`config.mk`:
```
export PLATFORM = sky130hd
export DESIGN_NAME = srsl_status
export DESIGN_NICKNAME = d
export VERILOG_FILES = /design/src/inc/srsl_pkg.sv /design/src/srsl_status.sv /design/src/srsl_event_reg.sv
export SDC_FILE = /design/constraint.sdc
export NUM_CORES = 1
export LEC_CHECK = 0
export ABC_AREA = 1
export BUFFER_PORTS_ARGS = -buffer_cell sky130_fd_sc_hd__buf_2
export CORE_MARGIN = 2
export CORE_UTILIZATION = 29
export DETAILED_ROUTE_END_ITERATION = 16
export PLACE_DENSITY_LB_ADDON = 0.15
export SLEW_MARGIN = 20
export SYNTH_ARGS = -nofsm -noshare
export SYNTH_HDL_FRONTEND = slang
export SYNTH_SLANG_ARGS = --single-unit
```
`constraint.sdc`:
```
create_clock -name SYS_CLK -period 1 [get_ports SYS_CLK]
set_input_delay 0.1 -clock SYS_CLK [delete_from_list [all_inputs] [get_ports SYS_CLK]]
set_output_delay 0.1 -clock SYS_CLK [all_outputs]
set_load 0.05 [all_outputs]
```
`src/inc/srsl_pkg.sv`:
```
// package for the service request status logic
// assumes one 20 MHz clock and a single async reset
package srsl_pkg;

  // ----------------------------------------------------------------
  // status byte layout
  // ----------------------------------------------------------------
  localparam int unsigned SRSL_HSB_BIT = 0;
  localparam int unsigned SRSL_MDF_BIT = 1;
  localparam int unsigned SRSL_MAV_BIT = 4;
  localparam int unsigned SRSL_ESB_BIT = 5;
  localparam int unsigned SRSL_MSS_BIT = 6;

  // ----------------------------------------------------------------
  // mask register
  // ----------------------------------------------------------------
  localparam logic [7:0] SRSL_MASK_RESET    = 8'h00;
  localparam logic [7:0] SRSL_MASK_WRITABLE = 8'hBF;
  localparam logic [7:0] SRSL_EVENT_RESET   = 8'h00;
  localparam logic [7:0] SRSL_BYTE_ZERO     = 8'h00;

  // ----------------------------------------------------------------
  // output data type codes
  // ----------------------------------------------------------------
  localparam logic [1:0] SRSL_TYPE_NONE    = 2'h0;
  localparam logic [1:0] SRSL_TYPE_NUMERIC = 2'h1;
  localparam logic [1:0] SRSL_TYPE_BLOCK   = 2'h2;
  localparam logic [1:0] SRSL_TYPE_CHAR    = 2'h3;

  // ----------------------------------------------------------------
  // bus addressing states
  // ----------------------------------------------------------------
  typedef enum logic [2:0] {
    SRSL_IDLE   = 3'h1,
    SRSL_LISTEN = 3'h2,
    SRSL_TALK   = 3'h4
  } srsl_bus_t;

  typedef struct packed {
    logic [7:0] mask;
    logic       rqs;
    logic       mss_d;
    srsl_bus_t  bus;
    logic [7:0] rsp;
    logic       rsp_v;
    logic [1:0] otype;
    logic       otype_v;
  } srsl_state_t;

  typedef struct packed {
    logic [7:0] ev;
  } srsl_evreg_t;

  // OR of a vector ANDed with its enables
  function automatic logic srsl_summary(input logic [7:0] vec, input logic [7:0] en);
    return |(vec & en);
  endfunction

endpackage

```
`src/srsl_status.sv`:
```
// status byte, service request mask and bus addressing of the instrument
// assumes command strobes are one-cycle pulses from the bus parser
//
// Functional notes
// - the clear-status command empties both event registers and so their summaries, keeping only events set in that same cycle.
// - clear-status leaves the output buffer, measurement-done flag and MAV alone.
// - an eight-bit mask holds one enable per status byte position other than bit 6, which always stays zero.
// - an enabled high summary message raises a request for service.
// - the mask query returns the set bits' weighted sum with bit 6 always zero.
// - a mask write of zero clears every mask bit.
// - a power-on transition clears the mask only while the power-on clear flag is set.
// - interface clear stops talking and listening and leaves the device unaddressed.
// - interface clear changes neither the request for service nor the status byte.
// - results go out as numeric or block data and status as character data.
// - bit 6 is the OR of the other seven status bits ANDed with their mask bits.
// - bit 4 shows message available and is low when the output buffer is empty.
// - bit 5 is the OR of standard events ANDed with their enables.
`timescale 1ns/1ps
`default_nettype none

module srsl_status (
  input  wire logic       SYS_CLK,
  input  wire logic       RESET,
  input  wire logic       POWER_ON,
  input  wire logic       PSC_FLAG,
  input  wire logic       CLS_CMD,
  input  wire logic       MASK_WR,
  input  wire logic [7:0] MASK_WDATA,
  input  wire logic       MASK_QUERY,
  input  wire logic       STB_QUERY,
  input  wire logic       SERIAL_POLL,
  input  wire logic [7:0] HW_EVENT,
  input  wire logic [7:0] HW_ENABLE,
  input  wire logic [7:0] STD_EVENT,
  input  wire logic [7:0] STD_ENABLE,
  input  wire logic       OUTBUF_NOT_EMPTY,
  input  wire logic       MEASUREMENT_DONE_FLAG,
  input  wire logic       IFC,
  input  wire logic       MY_LISTEN_ADDR,
  input  wire logic       MY_TALK_ADDR,
  input  wire logic       UNADDRESS,
  input  wire logic       RESULT_SEND,
  input  wire logic       RESULT_BLOCK,
  output logic      [7:0] SERVICE_REQUEST_MASK,
  output logic      [7:0] RSP_DATA,
  output logic            RSP_VALID,
  output logic      [1:0] OUT_TYPE,
  output logic            OUT_TYPE_VALID,
  output logic            TALK_ACTIVE,
  output logic            LISTEN_ACTIVE,
  output logic            SRQ_OUT,
  output logic            SRQ_OE_N
);

  srsl_pkg::srsl_state_t st;
  srsl_pkg::srsl_state_t next_st;

  logic [7:0] hw_ev;
  logic [7:0] std_ev;
  logic       hsb;
  logic       esb;
  logic [7:0] stb_low;
  logic       mss;
  logic [7:0] stb;
  logic       mss_rise;

  // ----------------------------------------------------------------
  // event registers
  // ----------------------------------------------------------------
  srsl_event_reg u_hw_events (
    .clk     (SYS_CLK),
    .reset   (RESET),
    .set_ev  (HW_EVENT),
    .clr     (CLS_CMD),
    .enable  (HW_ENABLE),
    .ev      (hw_ev),
    .summary (hsb)
  );

  srsl_event_reg u_std_events (
    .clk     (SYS_CLK),
    .reset   (RESET),
    .set_ev  (STD_EVENT),
    .clr     (CLS_CMD),
    .enable  (STD_ENABLE),
    .ev      (std_ev),
    .summary (esb)
  );

  // ----------------------------------------------------------------
  // status byte
  // ----------------------------------------------------------------
  always_comb begin
    stb_low                         = srsl_pkg::SRSL_BYTE_ZERO;
    stb_low[srsl_pkg::SRSL_HSB_BIT] = hsb;
    stb_low[srsl_pkg::SRSL_MDF_BIT] = MEASUREMENT_DONE_FLAG;
    stb_low[srsl_pkg::SRSL_MAV_BIT] = OUTBUF_NOT_EMPTY;
    stb_low[srsl_pkg::SRSL_ESB_BIT] = esb;
  end

  assign mss      = srsl_pkg::srsl_summary(stb_low, st.mask);
  assign mss_rise = mss & ~st.mss_d;

  always_comb begin
    stb                             = stb_low;
    stb[srsl_pkg::SRSL_MSS_BIT]     = mss;
  end

  // ----------------------------------------------------------------
  // next state
  // ----------------------------------------------------------------
  always_comb begin
    next_st         = st;
    next_st.mss_d   = mss;
    next_st.rsp_v   = 1'b0;
    next_st.otype_v = 1'b0;

    // request for service: poll clears, new reason sets and wins
    if (SERIAL_POLL) begin
      next_st.rqs = 1'b0;
    end
    if (mss_rise) begin
      next_st.rqs = 1'b1;
    end

    // mask: write has priority over the power-on clear
    if (POWER_ON && PSC_FLAG) begin
      next_st.mask = srsl_pkg::SRSL_MASK_RESET;
    end
    if (MASK_WR) begin
      next_st.mask = MASK_WDATA & srsl_pkg::SRSL_MASK_WRITABLE;
    end

    // one answer per cycle: poll, then status query, then mask query
    if (SERIAL_POLL) begin
      next_st.rsp                         = stb_low;
      next_st.rsp[srsl_pkg::SRSL_MSS_BIT] = st.rqs;
      next_st.rsp_v                       = 1'b1;
    end else if (STB_QUERY) begin
      next_st.rsp     = stb;
      next_st.rsp_v   = 1'b1;
      next_st.otype   = srsl_pkg::SRSL_TYPE_CHAR;
      next_st.otype_v = 1'b1;
    end else if (MASK_QUERY) begin
      next_st.rsp     = st.mask & srsl_pkg::SRSL_MASK_WRITABLE;
      next_st.rsp_v   = 1'b1;
      next_st.otype   = srsl_pkg::SRSL_TYPE_CHAR;
      next_st.otype_v = 1'b1;
    end else if (RESULT_SEND && st.bus == srsl_pkg::SRSL_TALK && !IFC) begin
      next_st.otype   = RESULT_BLOCK ? srsl_pkg::SRSL_TYPE_BLOCK
                                     : srsl_pkg::SRSL_TYPE_NUMERIC;
      next_st.otype_v = 1'b1;
    end

    // addressing
    case (st.bus)
      srsl_pkg::SRSL_IDLE: begin
        if (MY_TALK_ADDR) begin
          next_st.bus = srsl_pkg::SRSL_TALK;
        end else if (MY_LISTEN_ADDR) begin
          next_st.bus = srsl_pkg::SRSL_LISTEN;
        end
      end
      srsl_pkg::SRSL_LISTEN: begin
        if (MY_TALK_ADDR) begin
          next_st.bus = srsl_pkg::SRSL_TALK;
        end else if (UNADDRESS) begin
          next_st.bus = srsl_pkg::SRSL_IDLE;
        end
      end
      srsl_pkg::SRSL_TALK: begin
        if (MY_LISTEN_ADDR) begin
          next_st.bus = srsl_pkg::SRSL_LISTEN;
        end else if (UNADDRESS) begin
          next_st.bus = srsl_pkg::SRSL_IDLE;
        end
      end
      default: begin
        next_st.bus = srsl_pkg::SRSL_IDLE;
      end
    endcase
    // interface clear forces addressing idle and holds off a result send
    if (IFC) begin
      next_st.bus = srsl_pkg::SRSL_IDLE;
    end
  end

  always_ff @(posedge SYS_CLK or posedge RESET) begin
    if (RESET) begin
      st.mask    <= srsl_pkg::SRSL_MASK_RESET;
      st.rqs     <= 1'b0;
      st.mss_d   <= 1'b0;
      st.bus     <= srsl_pkg::SRSL_IDLE;
      st.rsp     <= srsl_pkg::SRSL_BYTE_ZERO;
      st.rsp_v   <= 1'b0;
      st.otype   <= srsl_pkg::SRSL_TYPE_NONE;
      st.otype_v <= 1'b0;
    end else begin
      st <= next_st;
    end
  end

  // ----------------------------------------------------------------
  // outputs
  // ----------------------------------------------------------------
  assign SERVICE_REQUEST_MASK = st.mask;
  assign RSP_DATA             = st.rsp;
  assign RSP_VALID            = st.rsp_v;
  assign OUT_TYPE             = st.otype;
  assign OUT_TYPE_VALID       = st.otype_v;
  assign TALK_ACTIVE          = (st.bus == srsl_pkg::SRSL_TALK);
  assign LISTEN_ACTIVE        = (st.bus == srsl_pkg::SRSL_LISTEN);
  assign SRQ_OUT              = 1'b0;
  assign SRQ_OE_N             = ~st.rqs;
endmodule

`default_nettype wire

```
`src/srsl_event_reg.sv`:
```
// sticky 8-bit event register with enable summary
// assumes event pulses and clear pulses synchronous to clk
`timescale 1ns/1ps
`default_nettype none

module srsl_event_reg (
  input  wire logic       clk,
  input  wire logic       reset,
  input  wire logic [7:0] set_ev,
  input  wire logic       clr,
  input  wire logic [7:0] enable,
  output logic      [7:0] ev,
  output logic            summary
);

  srsl_pkg::srsl_evreg_t st;
  srsl_pkg::srsl_evreg_t next_st;

  // set wins over a clear in the same cycle
  always_comb begin
    next_st = st;
    if (clr) begin
      next_st.ev = srsl_pkg::SRSL_EVENT_RESET;
    end
    next_st.ev = next_st.ev | set_ev;
  end

  always_ff @(posedge clk or posedge reset) begin
    if (reset) begin
      st.ev <= srsl_pkg::SRSL_EVENT_RESET;
    end else begin
      st <= next_st;
    end
  end

  assign ev      = st.ev;
  assign summary = srsl_pkg::srsl_summary(st.ev, enable);

endmodule

`default_nettype wire

```
# [Yosys cells after proc, flatten, opt, wreduce, memory -nomap -nowiden]
# Cells that the tools add are included.
[classes] n_eq_ne=4 n_bitwise=9 n_reduce_logical=12 mux=20
[ops] operator="8-bit two-way mux" count=4
[ops] operator="3-bit two-way mux" count=8
[ops] operator="8-bit OR reduction" count=3
[ops] operator="9-bit two-way mux" count=2
[ops] operator="8-bit bitwise AND" count=2
[ops] operator="8-bit OR" count=2
[ops] operator="12-bit two-way mux" count=1
[ops] operator="3-bit case mux with 3 select lines" count=1
[ops] operator="6-bit by 8-bit bitwise AND with 8-bit output" count=1
[ops] operator="3-bit nonzero test" count=2
[ops] operator="4-bit inequality test (second input constant)" count=1
[ops] operator="2-bit nonzero test" count=2
[ops] operator="3-bit by 1-bit == test with 1-bit output (second input constant)" count=1
[ops] operator="3-bit by 2-bit == test with 1-bit output (second input constant)" count=1
[ops] operator="3-bit == test (second input constant)" count=1
[ops] operator="1-bit logical AND" count=3
[ops] operator="1-bit two-way mux" count=3
[ops] operator="1-bit inverter" count=3
[ops] operator="2-bit two-way mux" count=1
[ops] operator="2-bit AND reduction" count=1
[ops] operator="1-bit bitwise AND" count=1
[ops] operator="1-bit logical NOT" count=1
[word_totals] reg_bits=41 inputBits=57 output_inout_bits=24

# [Depth between registers and ports, before layout]
# Gate-level depths: netlist of the first run.
[logic_depth] ltp_word=7 mapped_depth=8 depth_no_buf=8

# [By module]
# Synthesis of the first run repeated with hierarchy kept, for this count alone.
[unflattened] cells_unflattened=239 hier_area_um2=2042.0
[by_module_without_submodules] mod="srsl_status" seq_area_each_um2=601.8 cells_each=157 area_each_um2=1243.7 n_inst=1
[by_module_without_submodules] mod="srsl_event_reg" seq_area_each_um2=200.2 cells_each=41 area_each_um2=399.1 n_inst=2

# [Least setup slack after synthesis of the first run]
# No wires, ideal clock.
[synth_path] path_kind="flip-flop to flip-flop" startpoint="register st[13] (netlist name)" endpoint="register st[13] (netlist name)" stages_incl_launch_ff=7 t_arrival_ns=1.540 setup_slack_ns=-0.618 required_time_ns=0.923 synth_period_minus_slack_ns=1.618 cell_sequence="dfrtp_1 > inv_1 > nor3_2 > nand2_1 > nor3_1 > nor2_1 > a21oi_1"
[synth_rtl] element="start, declared" line="srsl_status.sv:55" text="srsl_pkg::srsl_state_t st;"
[synth_rtl] element="start signal, assigned" line="srsl_status.sv:199" text="st <= next_st;"
[synth_rtl] element="3-bit by 2-bit == test with 1-bit output"
[synth_rtl] element="named net LISTEN_ACTIVE" line="srsl_status.sv:50" text="output logic LISTEN_ACTIVE,"
[synth_rtl] element="3-bit case mux with 3 select lines" line="srsl_status.sv:156" text="case (st.bus)"
[synth_rtl] element="3-bit two-way mux" line="srsl_status.sv:183" text="if (IFC) begin"
# The timed path passes the listed nets, and every way through them passes these cells.
# A chain may end at the register's enable or synchronous reset.

# [Final worst setup path of the first run]
[layout_path] startpoint="register st[14] (netlist name)" endpoint="output port LISTEN_ACTIVE"
[layout_between] elab_chain_cells=1
[layout_rtl] element="3-bit by 2-bit == test with 1-bit output" line="srsl_status.sv:212" text="assign LISTEN_ACTIVE = (st.bus == srsl_pkg::SRSL_LISTEN);"
[layout_rtl] element="end, declared" line="srsl_status.sv:50"
# Every way passes these cells.

==> metrics, run 1 <==
Post-synth top flop dfrtp_1; Fill cells between 600 and 700; DRT iter0 DRCs 33; CP arrival 1190 ps; Die H around 85 µm; worst min-delay path class in2reg; Syn Area/Cell between 8 and 9 µm²; status finished with violations; post-synth top area share around half; CP endpoint kind output pin; leading area contributor after synthesis dfrtp_1; Design Area, Final ~2800 µm²; CORE AREA 6350 µm²; Register Area 1002 µm²; H-tree depth 2; synth unique cells 22; Final Non-Filler Cells 400; global-route wire length before repair between 7000 and 8000 µm; Tcrit/Tclk final 128.7%; nets about 380; Worst setup startpoint st[14]; ys async rst share 100.0%; vias in the first global route between 1,500 and 2,000; DRC 0; RSZ-0062 raised after global routing yes; met1 usage 15.08%; Max rail drop VDD roughly 0.73 mV; GRT Total Usage a little over an eighth; crit path max fanout 2; initial antenna violation count 0; xor/xnor share of the synthesized area 0%; Pwr Density around 1400 nW/µm²; GR Layer Usage met3 around 4.4%; post-synthesis adder-cell area fraction 0%; cells after synthesis roughly 220; clock tree buffer depth 2; max-slew violation count 0; Vias about 1,700; final hold vios 0; met2 Use GR between 20% and 30%; CTS clk-pin slew, worst paths 70 ps; TritonRoute pass-1 iters 4; largest family of logic cells by synthesized area simple AND/OR/NAND/NOR gates; multi-input logic area 669.4 µm²; layout cells sized above 1 approximately 40%; EDFF count, synth 0; die area just over 7000 µm²; Synth Cell Area between 1500 and 2000 µm²; busiest layer in global routing met2; CTS sink cnt 40; CTS tree built; RePlAce Congestion 0.8393; max_cap viols 0; Final min period about 1300 ps; top cells by count, synth nand2_1, inv_1, dfrtp_1, buf_4, o21bai_1; Detail Route Antenna Nets 0; top cells by area, synth dfrtp_1, nand2_1, inv_1; crit path launch type flip-flop; Vias/cell about 4.3; IO Port Bufs 77; diode count 0; worst path required time approximately 900 ps; mux share of post-synthesis cell area 0%; CTS Buf Count 5; largest net degree at the start of global routing slightly above 40; dpl hpwl about 3300 µm; worst-skew pair later-pin latency 290 ps; Overall Power roughly 4000 µW; crit path kind reg2out; Yosys warning total 0; placed instance area 2340 µm²; clock root cell clkbuf_8; Yosys reg bits 40; Fmax ~0.78 GHz; placed cell count between 300 and 400; Seq/Total Area, Yosys between 50% and 60%; complex-gate fraction of the synthesized area between 10% and 20%; Area Overhead vs Synth 48.46%; WL/cell roughly 11 µm; RR Startpoint st[14]; worst setup margin -287.2 ps; total gr overflow 0; failing checks setup timing; dominant cell by count in the synthesized netlist nand2_1; Final Skew 7.088 ps; Chip Width between 80 and 90 µm; Leakage Power about 0.0015 µW; Ports 81; Post-Synth Simple-Gate Area about 18%; final setup violation count 12; hold path start STD_EVENT[6]; Initial Utilization a little under a third; drt total wl roughly 4600 µm; # rows 29; Setup Slack @ Placement -170.5 ps
registers in the layout, indices dropped and copies added (netlist names):
name                  cells
RSP_DATA                  8
u_hw_events.ev            8
u_std_events.ev           8
SERVICE_REQUEST_MASK      7
st                        5
OUT_TYPE                  2
OUT_TYPE_VALID            1
RSP_VALID                 1
report_power, final:
part	internal [µW]	switching (µW)	leakage (µW)
registers	1750	93.3	0.000456
logic	442	586	0.00102
clock network	551	562	0.0000510
total	2740	1240	0.00153
timing repair:
action,in CTS,in global routing
hold buffers,17,0
endpoints found under the setup margin,30,24
pin swaps,13,15
gates resized for setup,34,26
buffers inserted,5,4
hold endpoints to repair,55,0
stage by stage:
stage          TNS (ps)  hold WS [ps]  util, %
3_3_place_gp     -985.1         175.5    36.85
3_5_place_dp      -1170         172.9    36.85
6_report          -2191         9.561    44.73
4_1_cts           -1986         1.031    42.92
2_1_floorplan     -2578         78.45        -
5_1_grt           -3456         4.565    44.73
layout make-up:
type,count,area share [%]
sequential,40,35.29
inverter,42,5.771
timing repair buffer,112,28.72
multi-input combinational,121,23.57
tap,77,3.392
clock buffer,6,2.907
clock inverter,2,0.3524
routing by layer:
metal | part of all wire [%] | vias to the layer above
met2 | 49 | 56
met3 | 8.2 | 8
li1 | - | 865
met1 | 41 | 775
met4 | 1.6 | 0
met5 | 0 | -
cell families after synthesis:
group	count (synthesis)
and+or+nand+nor	79
buffers and inverters	64
AOI/OAI and AO/OA	40
DFF	40
other	1
worst paths after layout:
kind / slack [ps] / cells after the start / to
worst max-delay path: -290 / 3 / LISTEN_ACTIVE
worst min-delay path: 10 / 2 / u_std_events.ev[6]
worst max register to register: -240 / 7 / st[12]
worst min register to register: 490 / 2 / RSP_DATA[3]
max in group asynchronous: 360 / 4 / st[12]
min in group asynchronous: 390 / 4 / u_std_events.ev[7]
worst max-delay path, cell delays in order, from the launching register on:
cell	delay (ps)
dfrtp_1	410
buf_6	130
nor3_4	180
buf_6	180
layout by cell type, fill, tap and decap left out, drive strengths merged, types with 4 or more instances in the layout:
master,count
dfrtp,39
nand2,55
nor3,5
inv,41
dlygate4sd3,17
clkbuf,6
o21ai,13
buf,95
o21bai,16
nor2,12
a21oi,4
nand3,5
Power figures use the tool's default switching activity.
==> run 2: changes to the inputs <==
--- a/config.mk
+++ b/config.mk
@@ -5,10 +5,9 @@
 export SDC_FILE = /design/constraint.sdc
 export NUM_CORES = 1
 export LEC_CHECK = 0
-export ABC_AREA = 1
 export BUFFER_PORTS_ARGS = -buffer_cell sky130_fd_sc_hd__buf_2
 export CORE_MARGIN = 2
-export CORE_UTILIZATION = 29
+export CORE_UTILIZATION = 42
 export DETAILED_ROUTE_END_ITERATION = 16
 export PLACE_DENSITY_LB_ADDON = 0.15
 export SLEW_MARGIN = 20
==> metrics, run 2 <==
met1 usage about a quarter; xor/xnor share of the synthesized area 0%; flop2flop setup slack -280 ps; RR Startpoint u_hw_events.ev[0]; final core occ approximately 69%; # rows 24; Post-Synth Simple-Gate Area ~14%; Worst-Margin Slew between 400 and 500 ps; worst-skew pair later-pin latency slightly below 300 ps; Area Overhead vs Synth 58.56%; diode count 0; Synth Cell Area approximately 1900 µm²; complex-gate fraction of the synthesized area between 10% and 20%; EDFF count, synth 0; initial antenna violation count 0; r2r worst-path depth 5; ys async rst share 100.0%; crit path launch type flip-flop; Syn Area/Cell about 11 µm²; layout cells sized above 1 about half; Seq/Total Area, Yosys 52.94%; Final Skew 8.056 ps; max_cap viols 0; Final Non-Filler Cells between 300 and 400; Cell Chain, Critical Path a22oi_1 -> nand2_1 -> o21ai_2 -> nand3_2 -> o31a_1; met2 Use GR 28.25%; largest net degree at the start of global routing between 40 and 50; reg2reg end RSP_DATA[6]; failing checks setup timing; CTS sink cnt 40; mux share of post-synthesis cell area around 3.7%; largest family of logic cells by synthesized area compound AO/OA/AOI/OAI gates; status finished with violations; GR Layer Usage met3 between 4 and 5%; crit path kind reg2reg; CORE AREA between 4000 and 5000 µm²; TritonRoute pass-1 iters 4; worst setup margin -282.7 ps; Yosys warning total 0; worst min-delay path class in2reg; synth unique cells 37; WL/cell 12.85 µm; hold path start MASK_WDATA[3]; Slowest-stage cell, CP dfrtp_1; Die H approximately 71 µm; commonest non-fill, non-tap cells in the layout buf_2, dfrtp_1, buf_4; CP bufs+invs 0; top cells by area, synth dfrtp_1, buf_4, a21o_1; most common cell after layout, fill and taps aside buf_2; RePlAce Congestion around 0.75; Max rail drop VDD just over 0.9 mV; H-tree depth 2; Overall Power between 4000 and 5000 µW; CTS clk-pin slew, worst paths 80 ps; die area a little over 5000 µm²; number of cells on the critical path 5; dominant cell by count in the synthesized netlist dfrtp_1; cells after synthesis between 150 and 200; clock root cell clkbuf_8; Fmax around 0.8 GHz; Tcrit/Tclk final 128.3%; Vias approximately 1,700; Ports approximately 80; GRT Total Usage 17.69%; DRC 0; final hold vios 0; max-slew violation count 0; Initial Utilization 43.48%; Max stage delay on crit path 410 ps; Detail Route Antenna Nets 0; vias in the first global route 1,554; Hold Path Sink SERVICE_REQUEST_MASK[3]; CTS Buf Count 5; global-route wire length before repair between 7000 and 8000 µm; Chip Width a little over 70 µm; nets 350; leading area contributor after synthesis dfrtp_1; Yosys reg bits 40; post-synthesis adder-cell area fraction 0%; total gr overflow 0; worst path required time roughly 1200 ps; hold path depth 3; IO Port Bufs 77; RSZ-0062 raised after global routing yes; Final min period 1283 ps; busiest layer in global routing met2; Vias/cell around 4.8; Leakage Power around 0.0015 µW; Fill cells between 300 and 400; final setup violation count 17; placed cell count between 200 and 300; Setup TNS -2423 ps; CP endpoint kind flip-flop; drt total wl approximately 4400 µm; post-synth top area share between 50 and 60%; Post-synth top flop dfrtp_1; top cells by count, synth dfrtp_1, nand2_1, buf_4, a21o_1, nor2_1; CP arrival about 1500 ps; slew margin rel. 66.65%; dpl hpwl between 2000 and 3000 µm; DRT iter0 DRCs approximately 100; crit path max fanout 3; Pwr Density approximately 1400 nW/µm²; clock tree buffer depth 2; CTS tree built; CP delay by family, top compound AO/OA/AOI/OAI gates
[run 2: cell count changes in the layout (fill, tap and decap cells not counted), sizes merged, moves of 3 or more]
cell,delta
nand3,-4
buf,+17
mux2i,+7
o21bai,-16
nand3b,+3
a21o,+14
nand2,-32
inv,-37
a22oi,+10
[run 2: per-layer routing]
metal | part of all wire [%] | up-vias | wire [µm]
met4 | 0.99 | 0 | 44
met3 | 5.0 | 4 | 221
met5 | 0 | - | 0
li1 | - | 823 | -
met2 | 48 | 52 | 2143
met1 | 46 | 778 | 2038
[run 2: kinds of logic (layout without fill, tap and decap cells)]
| logic type | after synthesis | in the layout |
|---|---|---|
| AOI/OAI and AO/OA | 51 | 51 |
| muxes | 7 | 7 |
| and+or+nand+nor | 50 | 50 |
| buffers and inverters | 29 | 144 |
| DFF | 40 | 40 |
| other | 1 | 2 |
[run 2: cell type report]
cell class | instances | area [µm²] | share of cell area [%]
multi-input cells | 110 | 790.8 | 26.34
clock buffers | 6 | 82.58 | 2.751
clock inverters | 2 | 10.01 | 0.3335
flip-flops and latches | 40 | 1005 | 33.47
repair buffers | 131 | 1026 | 34.18
well taps | 52 | 65.06 | 2.168
inverters | 5 | 22.52 | 0.7503
[run 2: worst max path at each step]
stage / startpoint / end / slack, ps
3_3_place_gp: u_std_events.ev[6] / RSP_DATA[6] / -280
4_1_cts: u_hw_events.ev[3] / RSP_DATA[6] / -300
2_1_floorplan: st[13] / OUT_TYPE[1] / -300
3_5_place_dp: u_hw_events.ev[3] / RSP_DATA[6] / -310
6_report: u_hw_events.ev[0] / RSP_DATA[6] / -280
5_1_grt: u_std_events.ev[6] / RSP_DATA[6] / -340
[run 2: through the flow]
stage | worst slack, ps | hold WS (ps) | area [µm²]
after floorplan | -304.7 | 78.45 | 1903
after global placement | -281.2 | 165.1 | 2298
after detailed placement | -306.3 | 167.0 | 2298
after CTS | -295.4 | 4.528 | 2893
after global routing | -343.0 | 19.97 | 3002
final | -282.7 | 9.937 | 3002
[run 2: tightest hold or removal path, stage by stage]
cell and delay, ps:
buf_2 70, nand2_1 40, o21ai_0 60
[run 2: power by group]
part / leakage [µW] / internal, µW / switching (µW)
sequential: 0.000452 / 1740 / 90.1
combinational: 0.000994 / 624 / 619
clock: 0.0000510 / 551 / 571
total: 0.00150 / 2920 / 1280
[run 2: repair_timing]
item	CTS	global route
hold buffers	19	0
gates resized for setup	60	11
pin swaps	18	4
buffers inserted	13	10
endpoints found under the hold margin	57	0
setup endpoints to repair	31	27
==> run 3: changes to the inputs <==
--- a/config.mk
+++ b/config.mk
@@ -7,7 +7,7 @@
 export LEC_CHECK = 0
 export BUFFER_PORTS_ARGS = -buffer_cell sky130_fd_sc_hd__buf_2
 export CORE_MARGIN = 2
-export CORE_UTILIZATION = 42
+export CORE_UTILIZATION = 40
 export DETAILED_ROUTE_END_ITERATION = 16
 export PLACE_DENSITY_LB_ADDON = 0.15
 export SLEW_MARGIN = 20
==> constraint.sdc (replaced) <==
create_clock -name SYS_CLK -period 1.64 [get_ports SYS_CLK]
set_input_delay 0.164 -clock SYS_CLK [delete_from_list [all_inputs] [get_ports SYS_CLK]]
set_output_delay 0.164 -clock SYS_CLK [all_outputs]
set_load 0.05 [all_outputs]
==> metrics, run 3 (synthesized netlist as in run 2, its figures left out) <==
post-cts sizing count 0; Max rail drop VDD roughly 0.58 mV; Tcrit/Tclk final about nine tenths; layout cells sized above 1 between 40 and 50%; crit path launch type flip-flop; Vias/cell about 4.8; status finished, final reports clean; Fill cells 454; CTS tree built; vias in the first global route 1,360; commonest non-fill, non-tap cells in the layout buf_2, dfrtp_1, nand2_1; drt total wl 3681 µm; Hold Buf Count CTS 1; worst-skew pair later-pin latency around 280 ps; Vias 1,430; H-tree depth 2; Hold Path Sink u_hw_events.ev[5]; Worst-Margin Slew 547.0 ps; initial antenna violation count 0; Area Overhead vs Synth 23.40%; CP arrival roughly 1300 ps; CTS clk-pin slew, worst paths roughly 70 ps; hold path depth 2; Detail Route Antenna Nets 0; final setup violation count 0; clock root cell clkbuf_8; Leakage Power ~0.0012 µW; WL/cell 12.39 µm; GRT Total Usage between 10 and 15%; # rows 25; worst setup margin around 180 ps; Setup Buffers After CTS 0; CORE AREA around 4600 µm²; dpl hpwl about 2900 µm; Worst setup startpoint st[14]; clock tree buffer depth 2; Ports 81; CTS Buf Count 5; total gr overflow 0; worst path required time around 1500 ps; worst min-delay path class in2reg; RSZ-0062 raised after global routing no; nets 299; IO Port Bufs a little under 80; hold path start HW_EVENT[5]; CP endpoint kind output pin; TritonRoute pass-1 iters 4; Initial Utilization about two fifths; crit path kind reg2out; DRC 0; reg2reg end RSP_DATA[6]; global-route wire length before repair between 5000 and 6000 µm; max_cap viols 0; Setup Slack @ Placement about 300 ps; flop2flop setup slack 310 ps; Setup TNS 0 ps; final hold vios 0; Final min period approximately 1500 ps; Pwr Density ~1000 nW/µm²; max-slew violation count 0; Overall Power roughly 2500 µW; most common cell after layout, fill and taps aside buf_2; RR Startpoint u_std_events.ev[6]; RePlAce Congestion ~0.73; Chip Width 72.80 µm; Die H 72.80 µm; DRT iter0 DRCs slightly below 60; diode count 0; slew margin rel. 63.31%; r2r worst-path depth 5; die area approximately 5300 µm²; Final Skew 4.741 ps; Fmax approximately 0.7 GHz; CTS sink cnt 40; largest net degree at the start of global routing 18; crit path max fanout 5
[run 3: final cells by class]
class	count	area (µm²)	area share, %
Clock buffer	7	96.34	4.124
Inverter	5	18.77	0.8034
Timing Repair Buffer	80	410.4	17.57
Tap cell	54	67.56	2.892
Multi-Input combinational cell	110	710.7	30.42
Sequential cell	40	1002	42.90
Clock inverter	1	30.03	1.285
[run 3: worst max path at each step]
stage	endpoint	cells after the start
global placement	RSP_DATA[6]	5
finish	LISTEN_ACTIVE	3
floorplan	LISTEN_ACTIVE	2
global route	LISTEN_ACTIVE	3
CTS	LISTEN_ACTIVE	3
detailed placement	RSP_DATA[6]	5
[run 3: worst max-delay path: stages, from the launching register on]
cell and delay, ps:
dfrtp_1 440, nand2b_1 210, nor2_1 100, buf_2 260
[run 3: stage by stage]
step / util [%] / instance area, µm² / hold WS (ps) / instances
floorplan: - / 1897 / 226.8 / 179
global placement: 47.51 / 2200 / 172.8 / 288
detailed placement: 47.51 / 2200 / 171.8 / 288
CTS: 50.46 / 2336 / 41.14 / 297
global route: 50.46 / 2336 / 39.65 / 297
finish: 50.46 / 2336 / 54.81 / 297
[run 3: per-layer routing]
layer  global-route usage (%)  routed length (µm)
met1                    19.57                1760
met2                    21.31                1672
met3                    4.144                 228
met4                    4.321                  19
met5                        0                   0
[run 3: power breakdown]
part | internal, µW | switching (µW)
registers | 1060 | 55.7
clock network | 537 | 322
logic | 168 | 307
